`src/rtl/clock_mode_cfg.svh`:
```
// register offsets, field positions, reset values and timing counts of the clock mode control block
`ifndef CLOCK_MODE_CFG_SVH
`define CLOCK_MODE_CFG_SVH

`define CLOCK_CONTROL_ONE_ADDR       4'h0
`define CLOCK_CONTROL_TWO_ADDR       4'h4
`define REFERENCE_PERIOD_ADJUST_ADDR 4'h8
`define CLOCK_STATUS_CONTROL_ADDR    4'hc

`define SOURCE_SELECT_BIT            6
`define REFERENCE_STOP_KEEP_BIT      0
`define BUS_DIVIDER_HI               7
`define BUS_DIVIDER_LO               6
`define LOW_POWER_SELECT_BIT         3
`define SOURCE_STATE_BIT             2
`define FINE_PERIOD_ADJUST_BIT       0

`define BUS_DIVIDER_RESET            2'h1
`define FLL_MULTIPLIER               512

`define CLOCK_PERIOD_PS              5000
`define REFERENCE_WAKEUP_TIME_NS     100
`define FLL_RECOVERY_TIME_NS         100
`define REFERENCE_WAKEUP_CYCLES      ((`REFERENCE_WAKEUP_TIME_NS * 1000 + `CLOCK_PERIOD_PS - 1) / `CLOCK_PERIOD_PS)
`define FLL_RECOVERY_CYCLES          ((`FLL_RECOVERY_TIME_NS * 1000 + `CLOCK_PERIOD_PS - 1) / `CLOCK_PERIOD_PS)

`define AXI_RESP_OKAY                2'h0
`define AXI_RESP_SLVERR              2'h2

`endif

```
`src/rtl/clock_mode_pkg.sv`:
```
// types shared by the clock mode control block
package clock_mode_pkg;
    typedef enum logic [1:0] {
        fll_engaged_mode,
        fll_bypassed_mode,
        bypassed_low_power_mode,
        stop_mode
    } mode_type;
endpackage : clock_mode_pkg

```
`src/rtl/delay_timer.sv`:
```
// loadable down counter that reports when a wait time has elapsed
`timescale 1ns/1ps
module delay_timer #(
    parameter int WIDTH = 16
) (
    input  wire logic             clk,
    input  wire logic             rst,
    input  wire logic             start,
    input  wire logic [WIDTH-1:0] cycles,
    output logic                  busy
);
    logic [WIDTH-1:0] count;

    if (WIDTH < 2) begin : width_check
        $error("delay_timer width too small");
    end

    always_ff @(posedge clk) begin
        if (rst) begin
            count <= '0;
        end else if (start) begin
            count <= cycles;
        end else if (count != '0) begin
            count <= count - 1'b1;
        end
    end

    assign busy = (count != '0);
endmodule : delay_timer

```
`src/rtl/sync_two_flop.sv`:
```
// two flip-flop synchroniser for a level
`timescale 1ns/1ps
module sync_two_flop (
    input  wire logic clk,
    input  wire logic rst,
    input  wire logic d,
    output logic      q
);
    logic first;

    always_ff @(posedge clk) begin
        if (rst) begin
            first <= 1'b0;
            q     <= 1'b0;
        end else begin
            first <= d;
            q     <= first;
        end
    end
endmodule : sync_two_flop

```
`src/rtl/internal_clock_unit.sv`:
```
// clock mode control of the internal clock unit with an AXI4-Lite register slave
//
// Local design decisions: the placing of the registers and the AXI4-Lite interface to the registers.
`timescale 1ns/1ps
`include "clock_mode_cfg.svh"
module internal_clock_unit #(
    parameter int TIMER_WIDTH = 16
) (
    input  wire logic        CLK,
    input  wire logic        RST,
    input  wire logic        STOP_REQUEST,
    input  wire logic        WAKE_INTERRUPT,
    input  wire logic [3:0]  S_AXI_AWADDR,
    input  wire logic        S_AXI_AWVALID,
    output logic             S_AXI_AWREADY,
    input  wire logic [31:0] S_AXI_WDATA,
    input  wire logic [3:0]  S_AXI_WSTRB,
    input  wire logic        S_AXI_WVALID,
    output logic             S_AXI_WREADY,
    output logic [1:0]       S_AXI_BRESP,
    output logic             S_AXI_BVALID,
    input  wire logic        S_AXI_BREADY,
    input  wire logic [3:0]  S_AXI_ARADDR,
    input  wire logic        S_AXI_ARVALID,
    output logic             S_AXI_ARREADY,
    output logic [31:0]      S_AXI_RDATA,
    output logic [1:0]       S_AXI_RRESP,
    output logic             S_AXI_RVALID,
    input  wire logic        S_AXI_RREADY,
    output logic [1:0]       MODE,
    output logic             FLL_ENABLE,
    output logic             REFERENCE_ENABLE,
    output logic             SOURCE_IS_REFERENCE,
    output logic [8:0]       PERIOD_ADJUST,
    output logic             SYSTEM_CLOCK_ENABLE,
    output logic             BUS_CLOCK_ENABLE,
    output logic             CLOCK_VALID
);
    if (TIMER_WIDTH < 8) begin : timer_width_check
        $error("timer width cannot hold the wake delays");
    end

    // ==========================================================
    // registers
    logic        source_select;
    logic        reference_stop_keep;
    logic [1:0]  bus_divider_field;
    logic        low_power_select;
    logic [7:0]  reference_period_adjust;
    logic        fine_period_adjust;
    logic        source_state;
    logic        adjust_loaded;

    // ==========================================================
    // AXI4-Lite write channel
    logic [3:0]  aw_addr;
    logic        aw_held;
    logic [7:0]  w_byte;
    logic        w_lane;
    logic        w_held;
    logic        do_write;

    assign do_write = aw_held && w_held && !S_AXI_BVALID;

    always_ff @(posedge CLK) begin
        if (RST) begin
            aw_held       <= 1'b0;
            aw_addr       <= 4'h0;
            S_AXI_AWREADY <= 1'b1;
        end else if (S_AXI_AWVALID && S_AXI_AWREADY) begin
            aw_held       <= 1'b1;
            aw_addr       <= S_AXI_AWADDR;
            S_AXI_AWREADY <= 1'b0;
        end else if (do_write) begin
            aw_held       <= 1'b0;
        end else if (!aw_held && !S_AXI_BVALID) begin
            S_AXI_AWREADY <= 1'b1;
        end
    end

    always_ff @(posedge CLK) begin
        if (RST) begin
            w_held       <= 1'b0;
            w_byte       <= 8'h00;
            w_lane       <= 1'b0;
            S_AXI_WREADY <= 1'b1;
        end else if (S_AXI_WVALID && S_AXI_WREADY) begin
            w_held       <= 1'b1;
            w_byte       <= S_AXI_WDATA[7:0];
            w_lane       <= S_AXI_WSTRB[0];
            S_AXI_WREADY <= 1'b0;
        end else if (do_write) begin
            w_held       <= 1'b0;
        end else if (!w_held && !S_AXI_BVALID) begin
            S_AXI_WREADY <= 1'b1;
        end
    end

    logic write_mapped;
    assign write_mapped = (aw_addr == `CLOCK_CONTROL_ONE_ADDR) || (aw_addr == `CLOCK_CONTROL_TWO_ADDR) ||
                          (aw_addr == `REFERENCE_PERIOD_ADJUST_ADDR) || (aw_addr == `CLOCK_STATUS_CONTROL_ADDR);

    always_ff @(posedge CLK) begin
        if (RST) begin
            S_AXI_BVALID <= 1'b0;
            S_AXI_BRESP  <= `AXI_RESP_OKAY;
        end else if (do_write) begin
            S_AXI_BVALID <= 1'b1;
            S_AXI_BRESP  <= write_mapped ? `AXI_RESP_OKAY : `AXI_RESP_SLVERR;
        end else if (S_AXI_BVALID && S_AXI_BREADY) begin
            S_AXI_BVALID <= 1'b0;
        end
    end

    // control fields return to defaults on reset
    always_ff @(posedge CLK) begin
        if (RST) begin
            source_select       <= 1'b0;
            reference_stop_keep <= 1'b0;
            bus_divider_field   <= `BUS_DIVIDER_RESET;
            low_power_select    <= 1'b0;
        end else if (do_write && w_lane) begin
            if (aw_addr == `CLOCK_CONTROL_ONE_ADDR) begin
                source_select       <= w_byte[`SOURCE_SELECT_BIT];
                reference_stop_keep <= w_byte[`REFERENCE_STOP_KEEP_BIT];
            end
            if (aw_addr == `CLOCK_CONTROL_TWO_ADDR) begin
                bus_divider_field   <= w_byte[`BUS_DIVIDER_HI:`BUS_DIVIDER_LO];
                low_power_select    <= w_byte[`LOW_POWER_SELECT_BIT];
            end
        end
    end

    // adjust values have no reset branch so they survive any reset
    always_ff @(posedge CLK) begin
        if (do_write && w_lane && aw_addr == `REFERENCE_PERIOD_ADJUST_ADDR) begin
            reference_period_adjust <= w_byte;
        end
        if (do_write && w_lane && aw_addr == `CLOCK_STATUS_CONTROL_ADDR) begin
            fine_period_adjust      <= w_byte[`FINE_PERIOD_ADJUST_BIT];
        end
    end

    // marks whether the adjust values were ever written, for a defined output
    always_ff @(posedge CLK) begin
        if (do_write && w_lane && (aw_addr == `REFERENCE_PERIOD_ADJUST_ADDR ||
                                   aw_addr == `CLOCK_STATUS_CONTROL_ADDR)) begin
            adjust_loaded <= 1'b1;
        end else if (adjust_loaded !== 1'b1) begin
            adjust_loaded <= 1'b0;
        end
    end

    // ==========================================================
    // AXI4-Lite read channel
    logic [7:0] read_byte;
    logic       read_mapped;

    always_comb begin
        read_byte   = 8'h00;
        read_mapped = 1'b1;
        unique case (S_AXI_ARADDR)
            `CLOCK_CONTROL_ONE_ADDR: begin
                read_byte[`SOURCE_SELECT_BIT]       = source_select;
                read_byte[`REFERENCE_STOP_KEEP_BIT] = reference_stop_keep;
            end
            `CLOCK_CONTROL_TWO_ADDR: begin
                read_byte[`BUS_DIVIDER_HI:`BUS_DIVIDER_LO] = bus_divider_field;
                read_byte[`LOW_POWER_SELECT_BIT]           = low_power_select;
            end
            `REFERENCE_PERIOD_ADJUST_ADDR: begin
                read_byte = adjust_loaded ? reference_period_adjust : 8'h00;
            end
            `CLOCK_STATUS_CONTROL_ADDR: begin
                read_byte[`SOURCE_STATE_BIT]       = source_state;
                read_byte[`FINE_PERIOD_ADJUST_BIT] = adjust_loaded ? fine_period_adjust : 1'b0;
            end
            default: begin
                read_mapped = 1'b0;
            end
        endcase
    end

    always_ff @(posedge CLK) begin
        if (RST) begin
            S_AXI_ARREADY <= 1'b1;
            S_AXI_RVALID  <= 1'b0;
            S_AXI_RDATA   <= 32'h0000_0000;
            S_AXI_RRESP   <= `AXI_RESP_OKAY;
        end else if (S_AXI_ARVALID && S_AXI_ARREADY) begin
            S_AXI_ARREADY <= 1'b0;
            S_AXI_RVALID  <= 1'b1;
            S_AXI_RDATA   <= {24'h00_0000, read_byte};
            S_AXI_RRESP   <= read_mapped ? `AXI_RESP_OKAY : `AXI_RESP_SLVERR;
        end else if (S_AXI_RVALID && S_AXI_RREADY) begin
            S_AXI_RVALID  <= 1'b0;
            S_AXI_ARREADY <= 1'b1;
        end
    end

    // ==========================================================
    // mode sequencing
    logic                   stop_sync;
    logic                   wake_sync;
    logic                   select_sync;
    logic                   timer_busy;
    logic                   timer_start;
    logic [TIMER_WIDTH-1:0] timer_cycles;
    clock_mode_pkg::mode_type mode;
    clock_mode_pkg::mode_type run_mode;
    clock_mode_pkg::mode_type prior_mode;

    sync_two_flop stop_sync_inst (
        .clk (CLK),
        .rst (RST),
        .d   (STOP_REQUEST),
        .q   (stop_sync)
    );

    sync_two_flop wake_sync_inst (
        .clk (CLK),
        .rst (RST),
        .d   (WAKE_INTERRUPT),
        .q   (wake_sync)
    );

    // source state lags the select by three cycles: a crossing-style two-stage path, then its status register
    sync_two_flop select_sync_inst (
        .clk (CLK),
        .rst (RST),
        .d   (source_select),
        .q   (select_sync)
    );

    always_comb begin
        if (!source_select) begin
            run_mode = clock_mode_pkg::fll_engaged_mode;
        end else if (low_power_select) begin
            run_mode = clock_mode_pkg::bypassed_low_power_mode;
        end else begin
            run_mode = clock_mode_pkg::fll_bypassed_mode;
        end
    end

    always_ff @(posedge CLK) begin
        if (RST) begin
            mode       <= clock_mode_pkg::fll_engaged_mode;
            prior_mode <= clock_mode_pkg::fll_engaged_mode;
        end else if (mode == clock_mode_pkg::stop_mode) begin
            if (wake_sync) begin
                mode <= prior_mode;
            end
        end else if (stop_sync) begin
            prior_mode <= run_mode;
            mode       <= clock_mode_pkg::stop_mode;
        end else begin
            mode <= run_mode;
        end
    end

    logic waking;
    assign waking      = (mode == clock_mode_pkg::stop_mode) && wake_sync;
    assign timer_start = waking && (!reference_stop_keep || prior_mode == clock_mode_pkg::fll_engaged_mode);
    assign timer_cycles = !reference_stop_keep ? TIMER_WIDTH'(`REFERENCE_WAKEUP_CYCLES)
                                               : TIMER_WIDTH'(`FLL_RECOVERY_CYCLES);

    delay_timer #(
        .WIDTH (TIMER_WIDTH)
    ) wake_timer_inst (
        .clk    (CLK),
        .rst    (RST),
        .start  (timer_start),
        .cycles (timer_cycles),
        .busy   (timer_busy)
    );

    // ==========================================================
    // divider chain: system enable then bus enable at half of it
    logic [2:0] divide_count;
    logic       system_tick;
    logic       bus_phase;

    always_comb begin
        unique case (bus_divider_field)
            2'h0:    system_tick = 1'b1;
            2'h1:    system_tick = (divide_count[0] == 1'b1);
            2'h2:    system_tick = (divide_count[1:0] == 2'h3);
            default: system_tick = (divide_count == 3'h7);
        endcase
    end

    logic clocks_run;
    assign clocks_run = (mode != clock_mode_pkg::stop_mode) && !timer_busy;

    always_ff @(posedge CLK) begin
        if (RST) begin
            divide_count        <= 3'h0;
            bus_phase           <= 1'b0;
            SYSTEM_CLOCK_ENABLE <= 1'b0;
            BUS_CLOCK_ENABLE    <= 1'b0;
        end else begin
            divide_count        <= clocks_run ? divide_count + 3'h1 : 3'h0;
            SYSTEM_CLOCK_ENABLE <= clocks_run && system_tick;
            if (clocks_run && system_tick) begin
                bus_phase <= ~bus_phase;
            end
            BUS_CLOCK_ENABLE    <= clocks_run && system_tick && bus_phase;
        end
    end

    // ==========================================================
    // status and outputs
    always_ff @(posedge CLK) begin
        if (RST) begin
            source_state        <= 1'b0;
            MODE                <= 2'h0;
            FLL_ENABLE          <= 1'b1;
            REFERENCE_ENABLE    <= 1'b1;
            SOURCE_IS_REFERENCE <= 1'b0;
            PERIOD_ADJUST       <= 9'h000;
            CLOCK_VALID         <= 1'b0;
        end else begin
            source_state        <= select_sync;
            MODE                <= mode;
            // the enabled loop runs at the fixed multiplier of the reference
            FLL_ENABLE          <= (mode == clock_mode_pkg::fll_engaged_mode) ||
                                   (mode == clock_mode_pkg::fll_bypassed_mode);
            REFERENCE_ENABLE    <= (mode != clock_mode_pkg::stop_mode) || reference_stop_keep;
            SOURCE_IS_REFERENCE <= select_sync;
            PERIOD_ADJUST       <= adjust_loaded ? {reference_period_adjust, fine_period_adjust} : 9'h000;
            CLOCK_VALID         <= clocks_run;
        end
    end
endmodule : internal_clock_unit

```
`config.mk`:
```
export PLATFORM = sky130hd
export DESIGN_NAME = internal_clock_unit
export DESIGN_NICKNAME = d
export VERILOG_FILES = /design/src/rtl/clock_mode_pkg.sv /design/src/rtl/delay_timer.sv /design/src/rtl/sync_two_flop.sv /design/src/rtl/internal_clock_unit.sv
export VERILOG_INCLUDE_DIRS = /design/src /design/src/rtl
export SDC_FILE = /design/constraint.sdc
export NUM_CORES = 1
export LEC_CHECK = 0
export BUFFER_PORTS_ARGS = -buffer_cell sky130_fd_sc_hd__buf_4
export CAP_MARGIN = 20
export CORE_AREA = 5 5 116 118
export CTS_CLUSTER_SIZE = 25
export DETAILED_ROUTE_END_ITERATION = 12
export DIE_AREA = 0 0 121 123
export SKIP_LAST_GASP = 1
export SYNTH_ARGS = -nofsm -noshare
export SYNTH_HDL_FRONTEND = slang
export SYNTH_SLANG_ARGS = --single-unit
```
`constraint.sdc`:
```
create_clock -name CLK -period 4.1 [get_ports CLK]
set_input_delay 0.82 -clock CLK [delete_from_list [all_inputs] [get_ports CLK]]
set_output_delay 0.82 -clock CLK [all_outputs]
set_load 0.02 [all_outputs]
```
==> results.cfg <==
[clock_tree]
cts_sinks = 92
numCtsBuffers = 9
cts_setup_buffers = 0
cts.path.max_buffers = 2
insertion_delay_ns = 0.33
postCtsResizedCells = 0
h-tree-depth = 3
cts_tree = built
cts_root_buffer = clkbuf_16
postCtsHoldBufs = 0
cts.clk_slew.worst_paths_ns = 0.06

[setup_path]
arrival_ns = 2.37
path_cells = inv_1 > ha_1 > nor3b_1 > and4_1 > and3_1 > and3_1
r2r_slack_ns = 2.00
worstPathRequired_ns = 4.37
crit_path_max_fanout = 13
endpoint_kind = register
crit_family = simple AND/OR/NAND/NOR gates
path_class = register to register
worst_path_most_repeated_cell = and3_1
worst-path-buf-inv = 1
max_stage_delay_ns = 0.54
slowest_stage = and4_1
worstSetupStartpointType = register

[sta]
fmax_mhz = 476
worst_pin_slew_ns = 0.669
fin_ws_ns = 2.00
skew_ns = 0.00718
rsz0062_at_grt = false
setup_violations = 0
slew_headroom = 0.550
tns_ns = 0
slew_violations = 0
hold_slack_ns = 0.431
finalCritPeriodShare = 0.512
period_needed_ns = 2.10
hold_viol_final = 0

[logic_synthesis]
netlist_top_cells_area = dfxtp_1, edfxtp_1, buf_4, a21oi_1, nand2_1
ys_seq_elements = 92
synthArstFlopShare = 0
synthFlopType = dfxtp_1
ys_seq_area_frac = 0.533
synth_top_family_by_area = simple AND/OR/NAND/NOR gates
synthXorXnorAreaFrac = 0.00483
synth_cell_types = 54
yosys_warnings = 0
synth_edf_count = 9
synth.top_cell.area_share = 0.458
synth_compound_area_frac = 0.121
synthSimpleGateAreaFrac = 0.232
syn-cell-area_mm2 = 0.00363
yosysMostFrequentCell = dfxtp_1
yosys-mux-area-fraction = 0.0224
synth_common_cells = dfxtp_1, nand2_1, a21oi_1
syn_inst = 383
synth_adder_area_share = 0.0103
syn_area_per_cell_um2 = 9.47
synth_top_area_cell = dfxtp_1

[pwr]
p_leak_nw = 1.79
power.total_mw = 2.34
max-vdd-ir-drop_mv = 0.209
power.density_mw_per_mm2 = 530

[floorplan]
num_rows = 41
core_mm2 = 0.0124
die_w_um = 121
die_y_um = 123
io_pins = 111
die_area_mm2 = 0.0149
initial_core_util = 0.293

[grt]
grt_pass1_wl_um = 11900
gr-usage-all-layers = 0.100
grt_max_degree = 52
antenna_found_initial = 0
grt-ovfl-total = 0
grt_pass1_vias = 2607

[cells_and_area]
finalNetCount = 493
final_layout_size_suffix_gt1_frac = 0.179
fin_util = 0.357
antennaDiodeCount = 0
stdcell_area_mm2 = 0.00441
syn2layout_area_growth_pct = 21.5
finalNonFillerCells = 614

[place]
place_ws_ns = 1.87
dpl.hpwl_um = 5420
place_congestion = 0.768
placed_cells = 598
port_buffers = 57
dpl-instance-area_mm2 = 0.00412

[detailed_routing]
wl_um = 7340
drt-wirelength-per-cell_um = 12.0
drc = 0
dr.pass1.iters = 4
via_per_inst = 4.43
ant_nets = 0
vias = 2721
initialDrtViolationCount = 141

[hold_path]
hold_class = register to register

[run_status]
status = finished clean

[flow_run]
cap_violations = 0
-- power by group --
| part | internal (mW) | switching (mW) | leakage [nW] |
|---|---|---|---|
| Sequential | 0.987 | 0.0749 | 0.766 |
| Clock | 0.448 | 0.329 | 0.141 |
| Combinational | 0.210 | 0.288 | 0.883 |
| Total | 1.65 | 0.692 | 1.79 |
-- cell type report --
cell class / count / area, um2
Fill cell: 1246 / 7960
Sequential cell: 92 / 1930
Multi-Input combinational cell: 269 / 1510
Timing Repair Buffer: 57 / 428
Clock buffer: 12 / 256
Tap cell: 172 / 215
Clock inverter: 4 / 32.5
Inverter: 8 / 30.0
-- final timing paths --
| path | from | to | cells past startpoint |
|---|---|---|---|
| hold reg to reg | w_byte[5] | reference_period_adjust[5] | 0 |
| setup / recovery | wake_timer_inst.count[0] | BUS_CLOCK_ENABLE | 6 |
| hold / removal | w_byte[5] | reference_period_adjust[5] | 0 |
| setup reg to reg | wake_timer_inst.count[0] | BUS_CLOCK_ENABLE | 6 |
-- state kept, by name (all words and copies together), names as in the netlist, 3 cells and up --
name,flops
wake_timer_inst.count,16
PERIOD_ADJUST,9
S_AXI_RDATA,8
divide_count,3
reference_period_adjust,8
aw_addr,4
w_byte,8
-- kinds of logic after synthesis --
| family | after synthesis |
|---|---|
| AOI/OAI and AO/OA | 71 |
| xor gates and xnor gates | 2 |
| adders and majority gates | 3 |
| buffers and inverters | 47 |
| DFF | 92 |
| muxes | 8 |
| other | 1 |
| and+or+nand+nor | 159 |
-- metal layers --
layer	share of wire	track usage	wire (um)
met3	0.069	0.0247	510
met2	0.45	0.159	3300
met4	0.028	0.0609	204
met1	0.45	0.123	3320
met5	0	0	0
-- layout by cell type, fill, tap and decap left out, drive strengths merged, types with 4 or more instances in the layout --
cell type and n:
buf 57, a21oi 33, and2 13, o31ai 4, dfxtp 83, conb 26, inv 9, or3 9
nand2b 6, nand3 6, a22oi 7, or4 6, nor2b 12, nor2 30, o21ai 11, edfxtp 9
nor3 5, nand2 43, clkbuf 12, mux2i 7, nor4 6, nand4 5
(Power assumes the default switching activity.)
